$ cat src/verilog/rsr_pkg.sv
package rsr_pkg;
  // ----------------------------------------
  // widths
  // ----------------------------------------
  localparam int NIB_W = 4;
  localparam int ADDR_W = 7;
  localparam int WR_W = 4;
  localparam int PC_W = 11;
  localparam int INS_W = 16;
  localparam int MEM_DEPTH = 128;
  // ----------------------------------------
  // instruction field positions
  // ----------------------------------------
  localparam int OP9_LSB = 7;
  localparam int OP8_LSB = 8;
  localparam int ADDR_MSB = 6;
  localparam int IMM_MSB = 7;
  localparam int IMM_LSB = 4;
  localparam int WRF_MSB = 3;
  // ----------------------------------------
  // opcode prefixes, and the full 16-bit return opcode
  // ----------------------------------------
  localparam logic [8:0] OP_ROT_RIGHT_CARRY = 9'h09B;
  localparam logic [8:0] OP_SUB_BORROW_MEM = 9'h028;
  localparam logic [8:0] OP_SUB_BORROW_STORE_MEM = 9'h016;
  localparam logic [7:0] OP_SUB_BORROW_IMM = 8'h0E;
  localparam logic [7:0] OP_SUB_BORROW_STORE_IMM = 8'h0F;
  localparam logic [15:0] OP_SUBROUTINE_RETURN = 16'h0080;
  // ----------------------------------------
  // reset values
  // ----------------------------------------
  localparam logic [NIB_W-1:0] NIB_ZERO = 4'h0;
  localparam logic [PC_W-1:0] PC_RESET = 11'h000;
  localparam logic [ADDR_W-1:0] ADDR_ZERO = 7'h00;
  localparam logic FLAG_RESET = 1'b0;
endpackage
$ cat src/verilog/rsr_core.sv
// Contract
// - decode rotate-right prefix, one cycle
// - rotate nibble through carry, store memory+accumulator
// - return reloads eleven-bit pc, flags kept
// - memory minus accumulator minus carry, accumulator only
// - register minus immediate minus carry, accumulator only
// - memory subtract stored to accumulator and memory
// - register subtract stored to accumulator and register
`timescale 1ns/10ps
module rsr_core
  import rsr_pkg::*;
(
  input wire logic i_sys_clk,
  input wire logic i_rstn,
  input wire logic i_instr_valid,
  input wire logic [INS_W-1:0] i_instr,
  input wire logic [PC_W-1:0] i_stack_top,
  output logic [NIB_W-1:0] o_accumulator,
  output logic o_carry_flag,
  output logic o_zero_flag,
  output logic [PC_W-1:0] o_pc,
  output logic o_stack_pop,
  output logic o_done,
  output logic o_mem_wr,
  output logic [ADDR_W-1:0] o_mem_addr,
  output logic [NIB_W-1:0] o_mem_data
);

  // ----------------------------------------
  // state
  // ----------------------------------------
  typedef struct packed {
    logic [MEM_DEPTH-1:0][NIB_W-1:0] ram;
    logic [NIB_W-1:0] accumulator;
    logic carry_flag;
    logic zero_flag;
    logic [PC_W-1:0] pc;
    logic pop;
    logic done;
    logic mem_wr;
    logic [ADDR_W-1:0] mem_addr;
    logic [NIB_W-1:0] mem_data;
  } rsr_state_t;

  rsr_state_t s_q;
  rsr_state_t s_d;

  logic [ADDR_W-1:0] mem_addr;
  logic [ADDR_W-1:0] wr_addr;
  logic [NIB_W-1:0] imm;
  logic [NIB_W-1:0] opnd_mem;
  logic [NIB_W-1:0] opnd_wr;
  logic rotate_right_carry_op;
  logic subroutine_return_op;
  logic sub_mem_op;
  logic sub_imm_op;
  logic sub_store_mem_op;
  logic sub_store_imm_op;
  logic [NIB_W:0] diff_mem;
  logic [NIB_W:0] diff_imm;
  logic [NIB_W-1:0] rot_res;

  // ----------------------------------------
  // decode
  // ----------------------------------------
  assign mem_addr = i_instr[ADDR_MSB:0];
  assign wr_addr = {{(ADDR_W-WR_W){1'b0}}, i_instr[WRF_MSB:0]};
  assign imm = i_instr[IMM_MSB:IMM_LSB];
  assign opnd_mem = s_q.ram[mem_addr];
  assign opnd_wr = s_q.ram[wr_addr];

  assign rotate_right_carry_op = i_instr[INS_W-1:OP9_LSB] == OP_ROT_RIGHT_CARRY;
  assign subroutine_return_op = i_instr == OP_SUBROUTINE_RETURN;
  assign sub_mem_op = i_instr[INS_W-1:OP9_LSB] == OP_SUB_BORROW_MEM;
  assign sub_store_mem_op = i_instr[INS_W-1:OP9_LSB] == OP_SUB_BORROW_STORE_MEM;
  assign sub_imm_op = i_instr[INS_W-1:OP8_LSB] == OP_SUB_BORROW_IMM;
  assign sub_store_imm_op = i_instr[INS_W-1:OP8_LSB] == OP_SUB_BORROW_STORE_IMM;

  // ----------------------------------------
  // datapath
  // ----------------------------------------
  // top bit of the 5-bit difference is the borrow out
  assign diff_mem = {1'b0, opnd_mem} - {1'b0, s_q.accumulator}
                    - {{NIB_W{1'b0}}, s_q.carry_flag};
  assign diff_imm = {1'b0, opnd_wr} - {1'b0, imm} - {{NIB_W{1'b0}}, s_q.carry_flag};
  assign rot_res = {s_q.carry_flag, opnd_mem[NIB_W-1:1]};

  always_comb
  begin
    s_d = s_q;
    s_d.pop = 1'b0;
    s_d.done = 1'b0;
    s_d.mem_wr = 1'b0;
    if (i_instr_valid)
    begin
      // one instruction retires per clock, no multi-cycle path
      s_d.done = 1'b1;
      if (rotate_right_carry_op)
      begin
        s_d.accumulator = rot_res;
        s_d.carry_flag = opnd_mem[0];
        s_d.zero_flag = rot_res == NIB_ZERO;
        s_d.ram[mem_addr] = rot_res;
        s_d.mem_wr = 1'b1;
        s_d.mem_addr = mem_addr;
        s_d.mem_data = rot_res;
      end
      else if (subroutine_return_op)
      begin
        s_d.pc = i_stack_top;
        s_d.pop = 1'b1;
      end
      else if (sub_mem_op || sub_store_mem_op)
      begin
        s_d.accumulator = diff_mem[NIB_W-1:0];
        s_d.carry_flag = diff_mem[NIB_W];
        s_d.zero_flag = diff_mem[NIB_W-1:0] == NIB_ZERO;
        if (sub_store_mem_op)
        begin
          s_d.ram[mem_addr] = diff_mem[NIB_W-1:0];
          s_d.mem_wr = 1'b1;
          s_d.mem_addr = mem_addr;
          s_d.mem_data = diff_mem[NIB_W-1:0];
        end
      end
      else if (sub_imm_op || sub_store_imm_op)
      begin
        s_d.accumulator = diff_imm[NIB_W-1:0];
        s_d.carry_flag = diff_imm[NIB_W];
        s_d.zero_flag = diff_imm[NIB_W-1:0] == NIB_ZERO;
        if (sub_store_imm_op)
        begin
          s_d.ram[wr_addr] = diff_imm[NIB_W-1:0];
          s_d.mem_wr = 1'b1;
          s_d.mem_addr = wr_addr;
          s_d.mem_data = diff_imm[NIB_W-1:0];
        end
      end
      else
      begin
        // opcodes outside this block retire with no effect here
        s_d.done = 1'b1;
      end
    end
  end

  always_ff @(posedge i_sys_clk)
  begin
    if (!i_rstn)
    begin
      s_q <= '0;
      s_q.pc <= PC_RESET;
      s_q.carry_flag <= FLAG_RESET;
      s_q.zero_flag <= FLAG_RESET;
      s_q.mem_addr <= ADDR_ZERO;
      s_q.mem_data <= NIB_ZERO;
      s_q.accumulator <= NIB_ZERO;
    end
    else
    begin
      s_q <= s_d;
    end
  end

  assign o_accumulator = s_q.accumulator;
  assign o_carry_flag = s_q.carry_flag;
  assign o_zero_flag = s_q.zero_flag;
  assign o_pc = s_q.pc;
  assign o_stack_pop = s_q.pop;
  assign o_done = s_q.done;
  assign o_mem_wr = s_q.mem_wr;
  assign o_mem_addr = s_q.mem_addr;
  assign o_mem_data = s_q.mem_data;

  // ----------------------------------------
  // checks
  // ----------------------------------------
  AST_ONE_CYCLE: assert property (@(posedge i_sys_clk) disable iff (!i_rstn)
    i_instr_valid |=> o_done ##1 (o_done == $past(i_instr_valid)))
    else $error("instruction did not retire in one cycle");

  AST_ROT_VALUE: assert property (@(posedge i_sys_clk) disable iff (!i_rstn)
    (i_instr_valid && rotate_right_carry_op) |=>
      (o_accumulator == {$past(s_q.carry_flag), $past(opnd_mem[NIB_W-1:1])})
      && (o_carry_flag == $past(opnd_mem[0])))
    else $error("rotate right through carry wrong");

  AST_ROT_STORE: assert property (@(posedge i_sys_clk) disable iff (!i_rstn)
    (i_instr_valid && rotate_right_carry_op) |=>
      o_mem_wr && (o_mem_addr == $past(mem_addr)) && (s_q.ram[o_mem_addr] == o_accumulator))
    else $error("rotate result not stored");

  AST_RETURN_PC: assert property (@(posedge i_sys_clk) disable iff (!i_rstn)
    (i_instr_valid && subroutine_return_op) |=>
      (o_pc == $past(i_stack_top)) && o_stack_pop && !o_mem_wr
      && $stable(o_carry_flag) && $stable(o_zero_flag))
    else $error("return did not restore pc or touched flags");

  AST_SUB_MEM: assert property (@(posedge i_sys_clk) disable iff (!i_rstn)
    (i_instr_valid && sub_mem_op) |=>
      ({o_carry_flag, o_accumulator} == $past(diff_mem)) && !o_mem_wr
      && (s_q.ram == $past(s_q.ram)))
    else $error("memory subtract wrong or memory changed");

  AST_SUB_IMM: assert property (@(posedge i_sys_clk) disable iff (!i_rstn)
    (i_instr_valid && sub_imm_op) |=>
      (o_accumulator == 4'(($past(opnd_wr) - $past(imm)) - {3'h0, $past(s_q.carry_flag)}))
      && !o_mem_wr)
    else $error("immediate subtract wrong");

  AST_SUB_STORE_MEM: assert property (@(posedge i_sys_clk) disable iff (!i_rstn)
    (i_instr_valid && sub_store_mem_op) |=>
      o_mem_wr && (o_mem_addr == $past(mem_addr)) && (o_mem_data == o_accumulator)
      && (s_q.ram[o_mem_addr] == $past(diff_mem[NIB_W-1:0])))
    else $error("memory subtract not stored back");

  AST_SUB_STORE_IMM: assert property (@(posedge i_sys_clk) disable iff (!i_rstn)
    (i_instr_valid && sub_store_imm_op) |=>
      o_mem_wr && (o_mem_addr == $past(wr_addr)) && (o_carry_flag == $past(diff_imm[NIB_W]))
      && (s_q.ram[o_mem_addr] == o_accumulator))
    else $error("register subtract not stored back");

  AST_ZERO_FLAG: assert property (@(posedge i_sys_clk) disable iff (!i_rstn)
    (i_instr_valid && (rotate_right_carry_op || sub_mem_op || sub_imm_op
      || sub_store_mem_op || sub_store_imm_op)) |=> (o_zero_flag == (o_accumulator == NIB_ZERO)))
    else $error("zero flag does not match result");

endmodule

$ cat config.mk
export PLATFORM = sky130hd
export DESIGN_NAME = rsr_core
export DESIGN_NICKNAME = d
export VERILOG_FILES = /design/src/verilog/rsr_pkg.sv /design/src/verilog/rsr_core.sv
export SDC_FILE = /design/constraint.sdc
export NUM_CORES = 1
export LEC_CHECK = 0
export BUFFER_PORTS_ARGS = -buffer_cell sky130_fd_sc_hd__buf_2
export CORE_UTILIZATION = 35
export CTS_CLUSTER_SIZE = 25
export DETAILED_ROUTE_END_ITERATION = 10
export PLACE_DENSITY = 0.54
export SETUP_SLACK_MARGIN = 0.5
export SLEW_MARGIN = 20
export SYNTH_ARGS = -nofsm -noshare
export SYNTH_HDL_FRONTEND = slang
export SYNTH_SLANG_ARGS = --single-unit
$ cat constraint.sdc
create_clock -name i_sys_clk -period 12.6 [get_ports i_sys_clk]
set_clock_uncertainty 0.1 [all_clocks]
set_input_delay 0.63 -clock i_sys_clk [delete_from_list [all_inputs] [get_ports i_sys_clk]]
set_output_delay 0.63 -clock i_sys_clk [all_outputs]
set_load 0.02 [all_outputs]
Yosys cells after proc, flatten, opt, wreduce, memory -nomap -nowiden
Cells that the tools add are included.
Cells by class
  add/sub/neg operators: 4
  order comparisons: 4
  equality and inequality tests: 8
  multiplexer cells: 24
  bitwise logic cells: 3
  reductions and logical operators: 14
Operators by type and width (number)
  $mux 518: 4
  $bwmux 512: 3
  $mux 512: 2
  $mux 12: 7
  $bmux 4 s7: 1
  $demux 4 s7: 1
  $bmux 4 s4: 1
  $demux 4 s4: 1
  $eq 16x8->1 const B: 1
  $eq 8x4->1 const B: 2
  $mux 4: 4
  $logic_not 4->1: 3
  $sub 4x4->5: 2
  $sub 5x1->5: 2
  $eq 9x5->1 const B: 1
  $eq 9x6->1 const B: 1
  $eq 9x8->1 const B: 1
  $lt 4x8->1 const B: 1
  $lt 7x8->1 const B: 1
  $ge 7x1->1 const B: 1
  $reduce_and 3->1: 2
  $reduce_bool 3->1: 2
  $reduce_and 5->1: 1
  $ge 4x1->1 const B: 1
  other kinds (7): 11
Word-level totals
  register bits after elaboration: 543
  input bits: 30

Longest topological paths before layout
Gate-level depths: netlist of run 1.
  depth in word-level cells: 10
  depth in mapped cells: 22
  depth with buffers taken out: 17

Worst setup path after synthesis of run 1
OpenSTA, ideal clock, no wires.
  path kind: in2reg
  start point: input port i_instr[1]
  end point: register s_q[170] (netlist bit)
  setup time: 0.133 ns
  data arrival time: 4.621 ns
  required time: 12.367 ns
  path slack: 7.746 ns
  stages: 19
  cells stage by stage: buf_2 buf_2 buf_2 clkbuf_1 mux4_2 mux4_2 mux4_2 mux2i_1 fa_1 inv_1 ha_1 nor2b_1 nor2_1 o21ai_0 o21ai_0 a311oi_2 buf_2 buf_2 a21oi_1
Between the ends
  cells in the longest elaborated chain, start to end: 10
  elaborated cells on any way between the ends: 25
  classes of those cells: add/sub (4); order compare (2); eq/ne (2); mux (15); reduce/logical (2)
RTL lines
  from (decl): RTL line rsr_core.sv:16  | input wire logic [INS_W-1:0] i_instr,
  branches (longest 10 deep; another with $sub 4x4->5)
  to (decl): RTL line rsr_core.sv:45  | rsr_state_t s_q;
Parallel ways; which one is timed is not known. The select of a mux whose other input is x is not followed.
A chain may end at the register's enable or synchronous reset.

Final worst setup path of run 1
  start point: input port i_instr[1]
  end point: register s_q[58] (netlist bit)
Between the ends
  cells in the longest elaborated chain, start to end: 10
  elaborated cells on any way between the ends: 30
  classes of those cells: add/sub (4); order compare (4); eq/ne (2); mux (17); reduce/logical (3)
RTL lines
  branches (longest 10 deep; another with $sub 4x4->5)
Parallel ways; which one is timed is not known. The select of a mux whose other input is x is not followed.

==> results.yml, run 1 <==
synthesis:
  syn_avg_cell_area_um2: 9.126
  synth_nets: 2711
  synth-warning-count: 0
  ys.flop_type: "dfxtp_1"
  synth_cells: 2669
  synth_edf_count: 0
  synth.top_cell.area_share_pct: 44.63
  synth_seq_cells: 543
  ys_top_cells_by_area: "dfxtp_1 45%, mux4_2 12%, a21oi_1 8.3%, o21ai_0 8.0%, nor2_1 4.3%"
  synth_area_um2: 24360
  ys_seq_area_share_pct: 44.63
  synthDistinctLibCells: 74
  yosys.area.top_type: "dfxtp_1"
  async_reset_ff_share_pct: 0
final_layout:
  diodes: 0
  multiInputGateArea_um2: 12150
  layout_common_cells: "543 x dfxtp_1, 404 x a21oi_1, 390 x o21ai_0, 281 x nor2_1, 229 x nand2_1"
  ff_latch_area_um2: 10870
  areaGrowthSynthToFinish_pct: 10.33
  utilization_pct: 39.12
  drive_gt1_share_pct: 13.71
  nNetsFinal: 2619
  final_common_cell: "dfxtp_1"
  num-fill-cells: 6773
grt:
  grt_first_pass_wirelength_um: 119900
  antenna_found_initial: 0
  overflow: 0
  grtUsageTotal_pct: 21.62
  grt_pass1_vias: 19288
  grt_max_degree: 115
die:
  die_width_um: 265.8
  die_area_um2: 70660
  start_util_pct: 35.45
  ios: 61
  fp.dieH_um: 265.8
  core_um2: 68710
  core.rowCount: 96
placement:
  dp_slack_ns: 5.174
  place_hpwl_um: 49200
  portBuffers: 60
  gp_congestion: 0.9057
drt:
  drc: 0
  first_pass_iters: 5
  wl_um: 76890
  antenna_left: 0
  wl_per_cell_um: 21.62
  vias: 20431
  via_per_inst: 5.746
  drt_iter0_markers: 1820
setup_path:
  required_ns: 12.96
  critical_path.max_fanout: 92
  critPathKind: "primary input to flop"
  cp-start-kind: "primary input"
  crit_arrival_ns: 7.22
  end_kind: "flop"
timing:
  relSlewSlack_pct: 21.65
  whs_ns: 0.1634
  fin_ws_ns: 5.739
  final_max_slew_viol_count: 0
  finalSetupTns_ns: 0
  hold_viol: 0
  layout_worst_path_cycle_share_pct: 54.45
  period_needed_ns: 6.861
  setup_viol: 0
  rsz0062_at_grt: "false"
  tightestPinTransition_ns: 1.175
  max_freq_ghz: 0.1458
clock_tree:
  cts_htree_levels: 2
  cts_hold_buf: 0
  clock_latency_ns: 0.63
  post_cts_buffers: 0
  cts_sinks: 543
  cts_root_buffer: "clkbuf_16"
  cts_tree: "built"
  cts_repair_resize_count: 0
  path_clk_slew_ns: 0.06
  cts_buffers: 57
  ctsLongestPathBuffers: 3
power_and_ir_drop:
  powerDensity_nw_per_um2: 136.3
  peakVddDrop_mv: 0.1232
  power_leakage_nw: 8.919
status:
  run_status: "complete, no violations"
flow_run:
  drv_cap: 0
worst_hold_path:
  hold_class: "primary input to flop"
==> per-layer routing <==
layer	vias up	GRT usage [%]	wire length [um]
li1	9529	-	-
met2	795	34.49	35210
met5	-	0	0
met3	123	3.641	5201
met4	0	6.524	2107
met1	9984	29.86	34370
==> report_power, final <==
group          total [mW]  leakage, nW  internal (mW)  switching, mW
Clock                1.78        0.979           1.06          0.718
Sequential           1.72         4.37           1.72       0.000311
Combinational       0.169         3.57         0.0440          0.125
Total                3.66         8.92           2.82          0.844
==> worst max-delay path, cell delays in order <==
cell      delay [ns]
buf_6           0.64
buf_4           0.87
mux4_2          0.61
mux2i_1         0.24
o221ai_1        0.19
or4_1           0.73
nand2_1         0.25
ha_1            0.18
inv_1           0.04
ha_1            0.33
nand2_1         0.14
nor2_1          0.07
o21ai_0         0.13
o21ai_0         0.15
a311oi_4        0.23
buf_4           0.43
buf_4           0.86
o21ai_0         0.20
==> sequential cells by signal (all words and copies together) (netlist names) <==
register	cells
o_mem_wr	1
o_carry_flag	1
o_stack_pop	1
o_mem_data	4
o_mem_addr	7
o_accumulator	4
o_zero_flag	1
o_done	1
s_q	512
o_pc	11
==> cells in the mapped netlist, types with 4 or more instances <==
library cell and instances:
o21ai_0 390, and3_1 7, buf_2 49, a21oi_1 404
nor2_1 282, dfxtp_1 543, nand3_1 38, nand2_1 230
mux2i_1 38, a31oi_1 33, clkbuf_1 133, nand4_1 12
a22oi_1 26, nor2b_1 13, nor4_1 4, o211ai_1 7
mux4_2 130, buf_6 24, and4_1 4, inv_1 23
a221oi_1 5, or2_2 7, buf_4 35, o32a_1 7
or3_1 5, mux2_2 16, a211oi_1 102, fa_1 4
and2_1 17, nor3_1 8, ha_1 8, nand2b_1 8
==> worst paths after layout <==
check | from | end | cells past startpoint | slack, ns
worst max-delay path | i_instr[1] | s_q[58] | 18 | 5.74
worst min-delay path | i_stack_top[4] | o_pc[4] | 3 | 0.16
worst max register to register | s_q[478] | s_q[58] | 17 | 7.12
worst min register to register | o_pc[4] | o_pc[4] | 2 | 0.35
==> metrics by stage <==
step / std cells / power, mW / area (um2)
floorplan: 2669 / 1.867 / 24360
detailed placement: 3448 / 1.923 / 24870
CTS: 3555 / 3.700 / 26850
global route: 3556 / 3.784 / 26870
finish: 3556 / 3.663 / 26870
global placement: 3447 / 1.922 / 24840
==> layout make-up <==
| cell class | instances | share of cell area, % |
|---|---|---|
| multi-input cells | 1856 | 45.21 |
| flip-flops and latches | 543 | 40.45 |
| clock buffers | 81 | 6.164 |
| well taps | 931 | 4.334 |
| repair buffers | 93 | 2.230 |
| clock inverters | 26 | 1.220 |
| inverters | 26 | 0.3911 |
==> cells by family after synthesis <==
kind of cell	Yosys count	synth area share [%]
AOI/OAI and AO/OA	1004	22.99
xor gates and xnor gates	5	0.1798
adders and majority gates	12	0.7397
buffers and inverters	270	5.691
DFF	543	44.63
muxes	185	14.37
and+or+nand+nor	650	11.40
Power figures use the tool's default switching activity.
==> run 2: changes to the inputs <==
--- a/config.mk
+++ b/config.mk
@@ -9,7 +9,7 @@
 export CORE_UTILIZATION = 35
 export CTS_CLUSTER_SIZE = 25
 export DETAILED_ROUTE_END_ITERATION = 10
-export PLACE_DENSITY = 0.54
+export PLACE_DENSITY = 0.55
 export SETUP_SLACK_MARGIN = 0.5
 export SLEW_MARGIN = 20
 export SYNTH_ARGS = -nofsm -noshare
==> constraint.sdc (replaced) <==
create_clock -name i_sys_clk -period 6.25 [get_ports i_sys_clk]
set_clock_uncertainty 0.1 [all_clocks]
set_input_delay 0.3125 -clock i_sys_clk [delete_from_list [all_inputs] [get_ports i_sys_clk]]
set_output_delay 0.3125 -clock i_sys_clk [all_outputs]
set_load 0.02 [all_outputs]
==> results.yml, run 2 (same netlist as run 1, synthesis figures left out) <==
setup_path:
  end_kind: "flop"
  cp-startpoint: "i_instr[1]"
  crit_arrival_ns: 5.41
  required_ns: 6.62
  reg2reg_from: "s_q[55]"
  critical_path.max_fanout: 129
  cp-start-kind: "primary input"
  critPathKind: "primary input to flop"
drt:
  vias: 20459
  drc: 0
  drt_iter0_markers: 1803
  via_per_inst: 5.713
  dr_wl_met3_um: 4919
  antenna_left: 0
  wl_met1_um: 34000
  highest_layer: "met4"
  wl_per_cell_um: 21.39
  wl_um: 76600
  first_pass_iters: 6
  wl_met2_um: 35460
power_and_ir_drop:
  p_clk_share_pct: 46.8
  swShare_pct: 23.42
  switchingPower_mw: 1.682
  power_mw: 7.180
  combPwrFrac_pct: 5.0
  powerDensity_nw_per_um2: 265.6
  peakVddDrop_mv: 0.2225
  power_leakage_nw: 9.001
  p_int_mw: 5.498
  pwr-share-seq_pct: 48.2
final_layout:
  final_design_area_no_fill_um2: 27030
  multiInputGateArea_um2: 12150
  top_register: "s_q"
  utilization_pct: 39.35
  final_common_cell: "dfxtp_1"
  layout_common_cells: "543 x dfxtp_1, 404 x a21oi_1, 390 x o21ai_0, 281 x nor2_1, 229 x nand2_1"
  largest_reg_flops: 512
  nNetsFinal: 2646
  ff_latch_area_um2: 10870
  drive_gt1_share_pct: 13.85
  num-fill-cells: 6772
  areaGrowthSynthToFinish_pct: 10.98
  diodes: 0
  final_cells: 3581
grt:
  grt_first_pass_wirelength_um: 118600
  grt_max_degree: 130
  grtUsageTotal_pct: 21.33
  grt_pass1_vias: 19673
  overflow: 0
  antenna_found_initial: 0
placement:
  dp_slack_ns: 0.6706
  dpl_cell_area_um2: 25080
  place_hpwl_um: 48670
  gp_congestion: 0.8913
  placedCellCount: 3465
  portBuffers: 60
clock_tree:
  cts_root_buffer: "clkbuf_16"
  cts_buffers: 56
  path_clk_slew_ns: 0.07
  ctsLongestPathBuffers: 3
  cts_sinks: 543
  cts_tree: "built"
  cts_htree_levels: 2
  post_cts_buffers: 0
  clock_latency_ns: 0.62
timing:
  setup_viol: 0
  rsz0062_at_grt: "false"
  whs_ns: 0.07240
  finalSetupTns_ns: 0
  period_needed_ns: 5.034
  hold_viol: 0
  relSlewSlack_pct: 26.87
  fin_ws_ns: 1.216
  tightestPinTransition_ns: 1.097
  final_max_slew_viol_count: 0
  max_freq_ghz: 0.1987
  layout_worst_path_cycle_share_pct: 80.54
flow_run:
  drv_cap: 0
die:
  ios: 61
  fp.dieH_um: 265.8
  die_area_um2: 70660
  start_util_pct: 35.45
  die_width_um: 265.8
  core_um2: 68710
  core.rowCount: 96
worst_hold_path:
  hold_class: "primary input to flop"
  min_from: "i_rstn"
status:
  run_status: "complete, no violations"
-- run 2: cell count changes in the layout (fill, tap and decap cells not counted), sizes merged --
| cell | previous run | this run |
|---|---|---|
| bufinv | 7 | 2 |
| buf | 93 | 109 |
| clkinv | 13 | 11 |
| inv | 29 | 27 |
| clkbuf | 81 | 88 |
| clkinvlp | 3 | 2 |
| dlygate4sd3 | 0 | 12 |
-- run 2: power groups by stage --
stage	clock (mW)	combinational (mW)	sequential [mW]
finish	3.36	0.359	3.46
global route	3.53	0.378	3.46
CTS	3.41	0.356	3.46
detailed placement	0	0.349	3.54
global placement	0	0.347	3.54
floorplan	0	0.224	3.54
-- run 2: critical path, cell delays in order --
cell and delay, ns:
buf_6 0.62, buf_4 0.38, mux4_2 0.34, mux4_2 0.57
mux4_2 0.47, mux2i_1 0.45, fa_1 0.31, inv_1 0.06
ha_1 0.17, nor2b_1 0.16, nor2_1 0.08, o21ai_0 0.16
o21ai_0 0.15, a311oi_4 0.28, buf_12 0.50, a21oi_1 0.17
-- run 2: worst paths after layout --
kind / cells past startpoint / slack, ns / endpoint
worst max-delay path: 16 / 1.22 / s_q[238]
worst min-delay path: 3 / 0.07 / o_mem_data[3]
worst max register to register: 14 / 1.53 / s_q[238]
worst min register to register: 2 / 0.35 / o_mem_addr[1]
-- run 2: final cells by class --
class                           count  area share (%)
Clock buffer                       88           6.262
Clock inverter                     16          0.5276
Tap cell                          931           4.309
Sequential cell                   543           40.21
Timing Repair Buffer              121           3.356
Multi-Input combinational cell   1856           44.95
Inverter                           26          0.3888
-- run 2: routing by layer --
| metal | up-vias | track usage (%) |
|---|---|---|
| met5 | - | 0 |
| met4 | 0 | 7.238 |
| met3 | 145 | 2.985 |
| met2 | 735 | 34.63 |
| met1 | 9994 | 29.05 |
| li1 | 9585 | - |
-- run 2: timing repair --
action / 4_1_cts / 5_1_grt
hold buffers: 12 / 0
endpoints found under the hold margin: 13 / 0
gates resized for setup: 0 / 0
